===== src/core/sbsp_pkg.sv =====
package sbsp_pkg;

	// Word geometry of the memory behind the port
	localparam int ADDR_W = 21;
	localparam int LANES  = 4;
	localparam int CNT_W  = 2;

	localparam logic [LANES-1:0] LANES_ALL  = 4'hf;
	localparam logic [LANES-1:0] LANES_NONE = 4'h0;
	localparam logic [CNT_W-1:0] CNT_RST    = 2'h0;
	localparam logic [CNT_W-1:0] CNT_ONE    = 2'h1;

	// Burst order select levels
	localparam logic ORDER_LINEAR      = 1'b0;
	localparam logic ORDER_INTERLEAVED = 1'b1;

	// Address and select controls sampled on each rising edge
	typedef struct packed {
		logic proc_strobe_n;
		logic ctrl_strobe_n;
		logic advance_n;
		logic chip_sel_first_n;
		logic chip_sel_second;
		logic chip_sel_third_n;
	} sbsp_ctl_s;

	// Write controls sampled on each rising edge
	typedef struct packed {
		logic             write_all_bytes_n;
		logic             byte_write_qualifier_n;
		logic [LANES-1:0] byte_sel_n;
	} sbsp_wr_s;

endpackage


===== src/core/sbsp_burst_ctr.sv =====
module sbsp_burst_ctr #(
	parameter int CNT_W = sbsp_pkg::CNT_W
) (
	input  wire logic             i_core_clk,
	input  wire logic             i_rst_n,
	input  wire logic             i_load,
	input  wire logic [CNT_W-1:0] i_load_val,
	input  wire logic             i_step,
	input  wire logic             i_interleaved,
	output logic      [CNT_W-1:0] o_low
);

	logic [CNT_W-1:0] start_r;
	logic [CNT_W-1:0] seq_r;
	logic [CNT_W-1:0] low_r;
	logic [CNT_W-1:0] seq_nxt;
	logic [CNT_W-1:0] low_nxt;

	// Low word bits for a given step count; wraps inside the group
	function automatic logic [CNT_W-1:0] burst_low(
		input logic [CNT_W-1:0] start,
		input logic [CNT_W-1:0] seq,
		input logic             inter
	);
		logic [CNT_W:0] sum;
		sum = {1'b0, start} + {1'b0, seq};
		if (inter == sbsp_pkg::ORDER_INTERLEAVED) begin
			return start ^ seq;
		end
		return sum[CNT_W-1:0];
	endfunction

	assign seq_nxt = CNT_W'(seq_r + CNT_W'(1));
	assign low_nxt = burst_low(start_r, seq_nxt, i_interleaved);

	always_ff @(posedge i_core_clk or negedge i_rst_n) begin
		if (!i_rst_n) begin
			start_r <= '0;
			seq_r   <= '0;
			low_r   <= '0;
		end else if (i_load) begin
			start_r <= i_load_val;
			seq_r   <= '0;
			low_r   <= i_load_val;
		end else if (i_step) begin
			seq_r <= seq_nxt;
			low_r <= low_nxt;
		end
	end

	assign o_low = low_r;

	property p_interleave_step;
		@(posedge i_core_clk) disable iff (!i_rst_n)
		(!i_load && i_step && i_interleaved && seq_r == '0)
		|=> (low_r == ($past(start_r) ^ CNT_W'(1)));
	endproperty
	a_interleave_step: assert property (p_interleave_step)
		else $error("interleaved first step wrong");

endmodule


===== src/core/sbsp_port.sv =====
module sbsp_port #(
	parameter int ADDR_W = sbsp_pkg::ADDR_W
) (
	input  wire logic                       i_core_clk,
	input  wire logic                       i_rst_n,
	input  wire logic [ADDR_W-1:0]          i_addr,
	input  wire logic                       i_processor_addr_strobe_n,
	input  wire logic                       i_controller_addr_strobe_n,
	input  wire logic                       i_advance_n,
	input  wire logic                       i_chip_sel_first_n,
	input  wire logic                       i_chip_sel_second,
	input  wire logic                       i_chip_sel_third_n,
	input  wire logic                       i_write_all_bytes_n,
	input  wire logic                       i_byte_write_qualifier_n,
	input  wire logic                       i_byte_sel_lane0_n,
	input  wire logic                       i_byte_sel_lane1_n,
	input  wire logic                       i_byte_sel_lane2_n,
	input  wire logic                       i_byte_sel_lane3_n,
	input  wire logic                       i_burst_interleaved,
	input  wire logic                       i_out_en_n,
	output logic      [ADDR_W-1:0]          o_mem_addr,
	output logic                            o_selected,
	output logic      [sbsp_pkg::LANES-1:0] o_write_lanes,
	output logic                            o_read_cycle,
	output logic                            o_dq_oe
);

	localparam int CW = sbsp_pkg::CNT_W;
	localparam int LN = sbsp_pkg::LANES;

	sbsp_pkg::sbsp_ctl_s ctl;
	sbsp_pkg::sbsp_wr_s  wr;

	logic                 proc_load;
	logic                 ctrl_load;
	logic                 load;
	logic                 ce_active;
	logic                 sel_nxt;
	logic                 capture;
	logic                 step;
	logic [LN-1:0]        lanes_req;
	logic [LN-1:0]        wr_nxt;
	logic                 read_nxt;
	logic                 drive_ok_nxt;
	logic [CW-1:0]        low_addr;

	logic                 sel_r;
	logic [ADDR_W-1:CW]   base_r;
	logic [LN-1:0]        wr_r;
	logic                 read_r;
	logic                 drive_ok_r;

	assign ctl = '{
		proc_strobe_n:    i_processor_addr_strobe_n,
		ctrl_strobe_n:    i_controller_addr_strobe_n,
		advance_n:        i_advance_n,
		chip_sel_first_n: i_chip_sel_first_n,
		chip_sel_second:  i_chip_sel_second,
		chip_sel_third_n: i_chip_sel_third_n
	};

	assign wr = '{
		write_all_bytes_n:      i_write_all_bytes_n,
		byte_write_qualifier_n: i_byte_write_qualifier_n,
		byte_sel_n:             {i_byte_sel_lane3_n, i_byte_sel_lane2_n,
		                         i_byte_sel_lane1_n, i_byte_sel_lane0_n}
	};

	// Address load decode; the controller strobe loads regardless of enables
	assign proc_load = !ctl.proc_strobe_n && !ctl.chip_sel_first_n;
	assign ctrl_load = !ctl.ctrl_strobe_n;
	assign load      = proc_load || ctrl_load;

	assign ce_active = !ctl.chip_sel_first_n && ctl.chip_sel_second
		&& !ctl.chip_sel_third_n;

	// Enables count only when a new address is taken
	assign sel_nxt = load ? ce_active : sel_r;
	assign capture = load && ce_active;

	// Advance steps the burst only on a continuation cycle
	assign step = sel_r && !load && !ctl.advance_n;

	// Global write overrides the byte selects and the qualifier
	assign lanes_req = !wr.write_all_bytes_n ? sbsp_pkg::LANES_ALL
		: (!wr.byte_write_qualifier_n ? ~wr.byte_sel_n
		: sbsp_pkg::LANES_NONE);

	assign wr_nxt   = sel_nxt ? lanes_req : sbsp_pkg::LANES_NONE;
	assign read_nxt = sel_nxt && (wr_nxt == sbsp_pkg::LANES_NONE);

	// A read that starts from deselect keeps the pins off for its first clock
	assign drive_ok_nxt = read_nxt && sel_r;

	sbsp_burst_ctr #(
		.CNT_W (CW)
	) u_ctr (
		.i_core_clk    (i_core_clk),
		.i_rst_n       (i_rst_n),
		.i_load        (capture),
		.i_load_val    (i_addr[CW-1:0]),
		.i_step        (step),
		.i_interleaved (i_burst_interleaved),
		.o_low         (low_addr)
	);

	always_ff @(posedge i_core_clk or negedge i_rst_n) begin
		if (!i_rst_n) begin
			sel_r      <= 1'b0;
			base_r     <= '0;
			wr_r       <= sbsp_pkg::LANES_NONE;
			read_r     <= 1'b0;
			drive_ok_r <= 1'b0;
		end else begin
			sel_r      <= sel_nxt;
			wr_r       <= wr_nxt;
			read_r     <= read_nxt;
			drive_ok_r <= drive_ok_nxt;
			if (capture) begin
				base_r <= i_addr[ADDR_W-1:CW];
			end
		end
	end

	assign o_mem_addr    = {base_r, low_addr};
	assign o_selected    = sel_r;
	assign o_write_lanes = wr_r;
	assign o_read_cycle  = read_r;

	// Output enable is not clocked: it gates the registered drive window
	assign o_dq_oe = drive_ok_r && !i_out_en_n;

	property p_capture;
		@(posedge i_core_clk) disable iff (!i_rst_n)
		capture |=> (o_selected && o_mem_addr == $past(i_addr));
	endproperty
	a_capture: assert property (p_capture)
		else $error("address not captured on load");

	property p_low_bits;
		@(posedge i_core_clk) disable iff (!i_rst_n)
		capture |=> (low_addr == $past(i_addr[CW-1:0]));
	endproperty
	a_low_bits: assert property (p_low_bits)
		else $error("counter not loaded from low address bits");

	property p_global_write;
		@(posedge i_core_clk) disable iff (!i_rst_n)
		(sel_nxt && !i_write_all_bytes_n)
		|=> (o_write_lanes == sbsp_pkg::LANES_ALL);
	endproperty
	a_global_write: assert property (p_global_write)
		else $error("global write missed a lane");

	property p_byte_qualify;
		@(posedge i_core_clk) disable iff (!i_rst_n)
		(i_write_all_bytes_n && i_byte_write_qualifier_n)
		|=> (o_write_lanes == sbsp_pkg::LANES_NONE && !o_dq_oe
			|| o_write_lanes == sbsp_pkg::LANES_NONE);
	endproperty
	a_byte_qualify: assert property (p_byte_qualify)
		else $error("byte write without qualifier");

	property p_hold_no_adv;
		@(posedge i_core_clk) disable iff (!i_rst_n)
		(o_selected && !load && i_advance_n) |=> $stable(o_mem_addr);
	endproperty
	a_hold_no_adv: assert property (p_hold_no_adv)
		else $error("burst address moved without advance");

	property p_deselect;
		@(posedge i_core_clk) disable iff (!i_rst_n)
		(load && !ce_active) |=> !o_selected;
	endproperty
	a_deselect: assert property (p_deselect)
		else $error("inactive enable did not deselect");

	property p_ce_ignored;
		@(posedge i_core_clk) disable iff (!i_rst_n)
		(o_selected && !load && !ce_active) |=> o_selected;
	endproperty
	a_ce_ignored: assert property (p_ce_ignored)
		else $error("enable acted on burst continuation");

	property p_proc_ignored;
		@(posedge i_core_clk) disable iff (!i_rst_n)
		(!i_processor_addr_strobe_n && i_chip_sel_first_n
			&& i_controller_addr_strobe_n && i_advance_n)
		|=> ($stable(o_mem_addr) && $stable(o_selected));
	endproperty
	a_proc_ignored: assert property (p_proc_ignored)
		else $error("processor strobe taken with first enable high");

	property p_oe_level;
		@(posedge i_core_clk) disable iff (!i_rst_n)
		i_out_en_n |-> !o_dq_oe;
	endproperty
	a_oe_level: assert property (p_oe_level)
		else $error("data driven while output enable high");

	property p_first_read;
		@(posedge i_core_clk) disable iff (!i_rst_n)
		(!o_selected ##1 o_read_cycle) |-> !o_dq_oe;
	endproperty
	a_first_read: assert property (p_first_read)
		else $error("data driven in first read after deselect");

	property p_wrap;
		@(posedge i_core_clk) disable iff (!i_rst_n)
		step |=> (o_mem_addr[ADDR_W-1:CW] == $past(o_mem_addr[ADDR_W-1:CW]));
	endproperty
	a_wrap: assert property (p_wrap)
		else $error("burst carried into upper address");

	c_full_burst: cover property (@(posedge i_core_clk) disable iff (!i_rst_n)
		capture ##1 step ##1 step ##1 step);
	c_global_write: cover property (@(posedge i_core_clk)
		disable iff (!i_rst_n) o_write_lanes == sbsp_pkg::LANES_ALL);
	c_read_drive: cover property (@(posedge i_core_clk)
		disable iff (!i_rst_n) o_read_cycle ##1 o_dq_oe);
	c_interleaved: cover property (@(posedge i_core_clk)
		disable iff (!i_rst_n) step && i_burst_interleaved);

endmodule


===== config.mk =====
export PLATFORM = sky130hd
export DESIGN_NAME = sbsp_port
export DESIGN_NICKNAME = d
export VERILOG_FILES = /design/src/core/sbsp_pkg.sv /design/src/core/sbsp_burst_ctr.sv /design/src/core/sbsp_port.sv
export SDC_FILE = /design/constraint.sdc
export NUM_CORES = 1
export LEC_CHECK = 0
export ABC_AREA = 1
export CORE_ASPECT_RATIO = 1.5
export CORE_UTILIZATION = 40
export CTS_BUF_LIST = sky130_fd_sc_hd__clkbuf_8
export CTS_CLUSTER_DIAMETER = 50
export DETAILED_ROUTE_END_ITERATION = 6
export DONT_BUFFER_PORTS = 1
export GPL_ROUTABILITY_DRIVEN = 0
export SYNTH_ARGS = -nofsm -noshare
export SYNTH_HDL_FRONTEND = slang
export SYNTH_HIERARCHICAL = 1
export SYNTH_SLANG_ARGS = --single-unit

===== constraint.sdc =====
create_clock -name i_core_clk -period 2.3 [get_ports i_core_clk]
set_input_delay 0.23 -clock i_core_clk [delete_from_list [all_inputs] [get_ports i_core_clk]]
set_output_delay 0.23 -clock i_core_clk [all_outputs]
set_load 0.03 [all_outputs]

# --- Word-level counts from Yosys, hierarchy flattened ---
# Cells that the tools add are included.
totals:
  reg_bits: 32
  inputBits: 37
  output_inout_bits: 28
  word_cells: 42
op_classes:
  add_sub_neg: 2
  muxes: 11
  n_bitwise: 2
  n_reduce_logical: 19
op_table:
  columns: ["cell", "count"]
  rows:
  - ["$mux W2", 6]
  - ["$mux W4", 3]
  - ["$logic_and A1 B1 Y1", 9]
  - ["$logic_not A1 Y1", 7]
  - ["$logic_not A4 Y1", 1]
  - ["$not A4 Y4", 1]
  - ["$add A2 B1 Y2 const B", 1]
  - ["$add A2 B2 Y2", 1]
  - ["$mux W1", 2]
  - ["$reduce_bool A2 Y1", 1]
  - ["$xor A2 B2 Y2", 1]
  - ["$logic_or A1 B1 Y1", 1]

# --- Longest topological paths before layout ---
logic_depth:
  word_depth: 8
  mapped_depth: 11
  mapped_depth_nobuf: 10

# --- Hierarchy ---
# The synthesis kept the hierarchy.
modules_own_cells:
  columns: ["module", "n_inst", "cells_each", "area_each_um2", "seq_area_each_um2"]
  rows:
  - ["sbsp_port", 1, 116, 1059.8, 650.6]
  - ["sbsp_burst_ctr", 1, 43, 310.3, 150.1]

# --- Worst setup path before layout ---
# No wires, ideal clock.
synth_path:
  path_kind: "register to register"
  from: "reg sel_r, in the netlist o_selected"
  to: "reg u_ctr.low_r[1], in the netlist u_ctr/o_low[1]"
  setup_ps: 127
  t_arrival_ps: 1148
  t_required_ps: 2173
  path_slack_ps: 1026
  path_stages_with_launch: 6
  synth_period_minus_slack_ps: 1274
  path_cell_list: "dfrtp_1 -> nand3_2 -> nor2_1 -> nor2_1 -> a21boi_0 -> nand3_1"
synth_between:
  elab_chain_len: 3
synth_rtl:
  columns: ["element", "line_no", "source"]
  rows:
  - ["start: declaration", "sbsp_port.sv:47", "logic sel_r;"]
  - ["start signal: assignment", "sbsp_port.sv:115", "sel_r <= sel_nxt;"]
  - ["$logic_and A1 B1 Y1 (2 in series)", "sbsp_port.sv:82", "assign step = sel_r && !load && !ctl.advance_n;"]
  - ["net step", "sbsp_port.sv:40", "logic step;"]
  - ["$reduce_bool A2 Y1 (no source line)", null, null]
  - ["end signal: assignment", "sbsp_burst_ctr.sv:44", "low_r <= i_load_val;"]
  - ["end signal: assignment", "sbsp_burst_ctr.sv:47", "low_r <= low_nxt;"]
  - ["end: declaration", "sbsp_burst_ctr.sv:15", "logic [CNT_W-1:0] low_r;"]
# The timed path passes the listed nets, and every way through them passes these cells.
# A chain may end at the register's enable or synchronous reset.

# --- Worst setup path after layout ---
# Ends and elaborated chain as after synthesis.

==> reports/metrics.cfg <==
[sta]
fin_skew_ns=0.00459
relSlewSlack_pct=64.0
finalSetupViolCount=0
tns_ns=0
hold_viol_final=0
fmax_mhz=705
post-route-period-util_pct=61.7
fin_crit_ns=1.42
tightestPinTransition_ns=0.538
slew_viol_final=0
rsz0062_at_grt=false
hold_ws_ns=0.0547

[cts]
clockBufferDepth=2
clock-sinks=32
cts_htree_levels=2
cts_setup_buffers=0
cts_buffers=5
cts_resized=0
cts-root-buf=clkbuf_8
path_clk_slew_ns=0.07
cts_tree=done
clk-insertion-delay-late_ns=0.28

[synth]
synth_top_area_cell=dfrtp_1
ys_types=18
synth-compound-area-share_pct=3.84
synth_area_leaders=dfrtp_1, nand2_1, nor2_1
synth_edf_count=0
synth_xor_area_share_pct=0
syn_inst=159
yosysTopAreaCellShare_pct=58.4
syn_area_sq_um=1370
ys_async_sr_fraction_pct=100
seq_area_frac_synth_pct=58.4
synth_top_family_by_area=simple AND/OR/NAND/NOR gates
yosys.area_share.simple_pct=30.2
syn_nets=197
synth-seq-cells=32
yosysWarningCount=6
synth_adder_area_share_pct=0.913
avgSynthCellArea_sq_um=8.62
synth_ff_type=dfrtp_1
yosysMostFrequentCell=nand2_1
synth_mux_area_share_pct=0
synth_common_cells=nand2_1, dfrtp_1, nor2_1, inv_1

[final_layout]
fillCellCount=307
final_cells=205
syn_to_final_growth_pct=12.1
drive_above_1_share_pct=11.5
diodes=0
final_nets=202

[routing]
drtPass1Iterations=4
drc=0
wl_mm=2.71
drtIter0Drc=23
via_per_inst=4.92
via_count=1009
antenna_left=0
avgRoutedWirePerCell_microns=13.2

[die]
rows=25
die_y_microns=73.7
core-area_sq_um=3220
boundaryPins=65
dieArea_sq_um=3670
initial_utilization_pct=42.5
die_x_microns=49.8

[placement]
port_buffers=0
dpl.hpwl_mm=1.95
dp_cells=195

[setup_path]
worst_path_most_repeated_cell=nor2_1
cp_max_fo=5
end_kind=register
critPathMaxStageDelay_ns=0.55
start_kind=register
critical_path_class=reg2reg
slowest_stage=dfrtp_1
worst-endpoint-required_ns=2.47
worstPathArrival_ns=1.59
crit_path_cell_trace=nand3_2 -> nor2_1 -> nor2_1 -> a21boi_0 -> nand3_1

[global_route]
grt_pass1_wl_mm=4.49
grt.total_usage_pct=16.9
gr-total-overflow=0
grt_pass1_vias=1053
grt_max_degree=33
antenna_found_initial=0

[power]
peakVddDrop_uv=560
cellPowerDensity_nw_per_um2=1050
cellLeakagePower_nw=0.822

[min_path]
hp-class=in2reg

[outcome]
status=finished clean

[flow_run]
maxCapViolCount=0

-- area by class of cell --
class	instances	area (sq um)	area share, %
sequential	32	801	52.2
multi-input combinational	110	479	31.2
clock buffer	7	96.3	6.28
tap	40	50.0	3.26
inverter	13	48.8	3.18
clock inverter	1	30.0	1.96
timing repair buffer	2	30.0	1.96
-- path summary, 6_finish.rpt --
kind	startpoint	to	slack (ns)	cells after the start
worst min-delay path	i_addr[19]	base_r[19]$_DFFE_PN0P_	0.05	2
worst min register to register	u_ctr/start_r[0]$_DFFE_PN0P_	u_ctr/start_r[0]$_DFFE_PN0P_	0.48	2
max in group asynchronous	i_rst_n	base_r[10]$_DFFE_PN0P_	1.73	2
worst max register to register	o_selected$_DFF_PN0_	u_ctr/o_low[1]$_DFFE_PN0P_	0.88	5
min in group asynchronous	i_rst_n	o_read_cycle$_DFF_PN0_	0.40	2
worst max-delay path	o_selected$_DFF_PN0_	u_ctr/o_low[1]$_DFFE_PN0P_	0.88	5
-- cells by family after synthesis --
logic type	Yosys count
AOI/OAI and AO/OA	9
adders and majority gates	1
buffers and inverters	17
DFF	32
and+or+nand+nor	100
-- cell usage in the layout (no fill, tap or decap), types with 2 or more instances in the layout --
master | synthesis | final
a21boi_0 | 2 | 2
a21oi_1 | 2 | 2
o21ai_0 | 4 | 4
nand2_2 | 4 | 4
nor2_1 | 12 | 12
nand2_1 | 76 | 76
dfrtp_1 | 32 | 32
inv_1 | 10 | 10
clkbuf_8 | 0 | 7
nand3_1 | 4 | 4
inv_2 | 3 | 3
-- registers in the layout, indices dropped and copies added (netlist names) --
signal,cells
base_r,19
drive_ok_r,1
o_read_cycle,1
o_selected,1
o_write_lanes,4
u_ctr/o_low,2
u_ctr/seq_r,2
u_ctr/start_r,2
-- metrics by stage --
step           worst slack [ns]  cell area, sq um  util (%)  total power [mW]
6_report                  0.881              1540      47.7              1.61
4_1_cts                   0.866              1540      47.7              1.63
5_1_grt                   0.749              1540      47.7              1.69
3_3_place_gp              0.842              1380      42.8              1.02
3_5_place_dp              0.776              1380      42.8              1.02
2_1_floorplan              1.03              1370         -             0.986
-- report_power, final --
| part | switching (mW) | internal [mW] |
|---|---|---|
| clock | 0.204 | 0.382 |
| sequential | 0.227 | 0.650 |
| combinational | 0.0895 | 0.0608 |
-- critical path: cells and delay by family, from the launching register on --
family	cells	cell delay, ns
compound gates	1	0.17
flops	1	0.55
simple gates	4	0.58
-- repair_timing --
item / 4_1_cts / 5_1_grt
hold endpoints to repair: 32 / 0
hold buffers: 2 / 0
endpoints found under the setup margin: 0 / 0
-- routing by layer --
| metal | global-route usage, % | up-vias | part of all wire [%] |
|---|---|---|---|
| met3 | 6.21 | 8 | 6.5 |
| li1 | - | 489 | - |
| met5 | 0 | - | 0 |
| met2 | 27.5 | 41 | 51 |
| met1 | 18.2 | 471 | 40 |
| met4 | 11.1 | 0 | 2.5 |
Note: power is estimated with default switching activity, not from simulation.
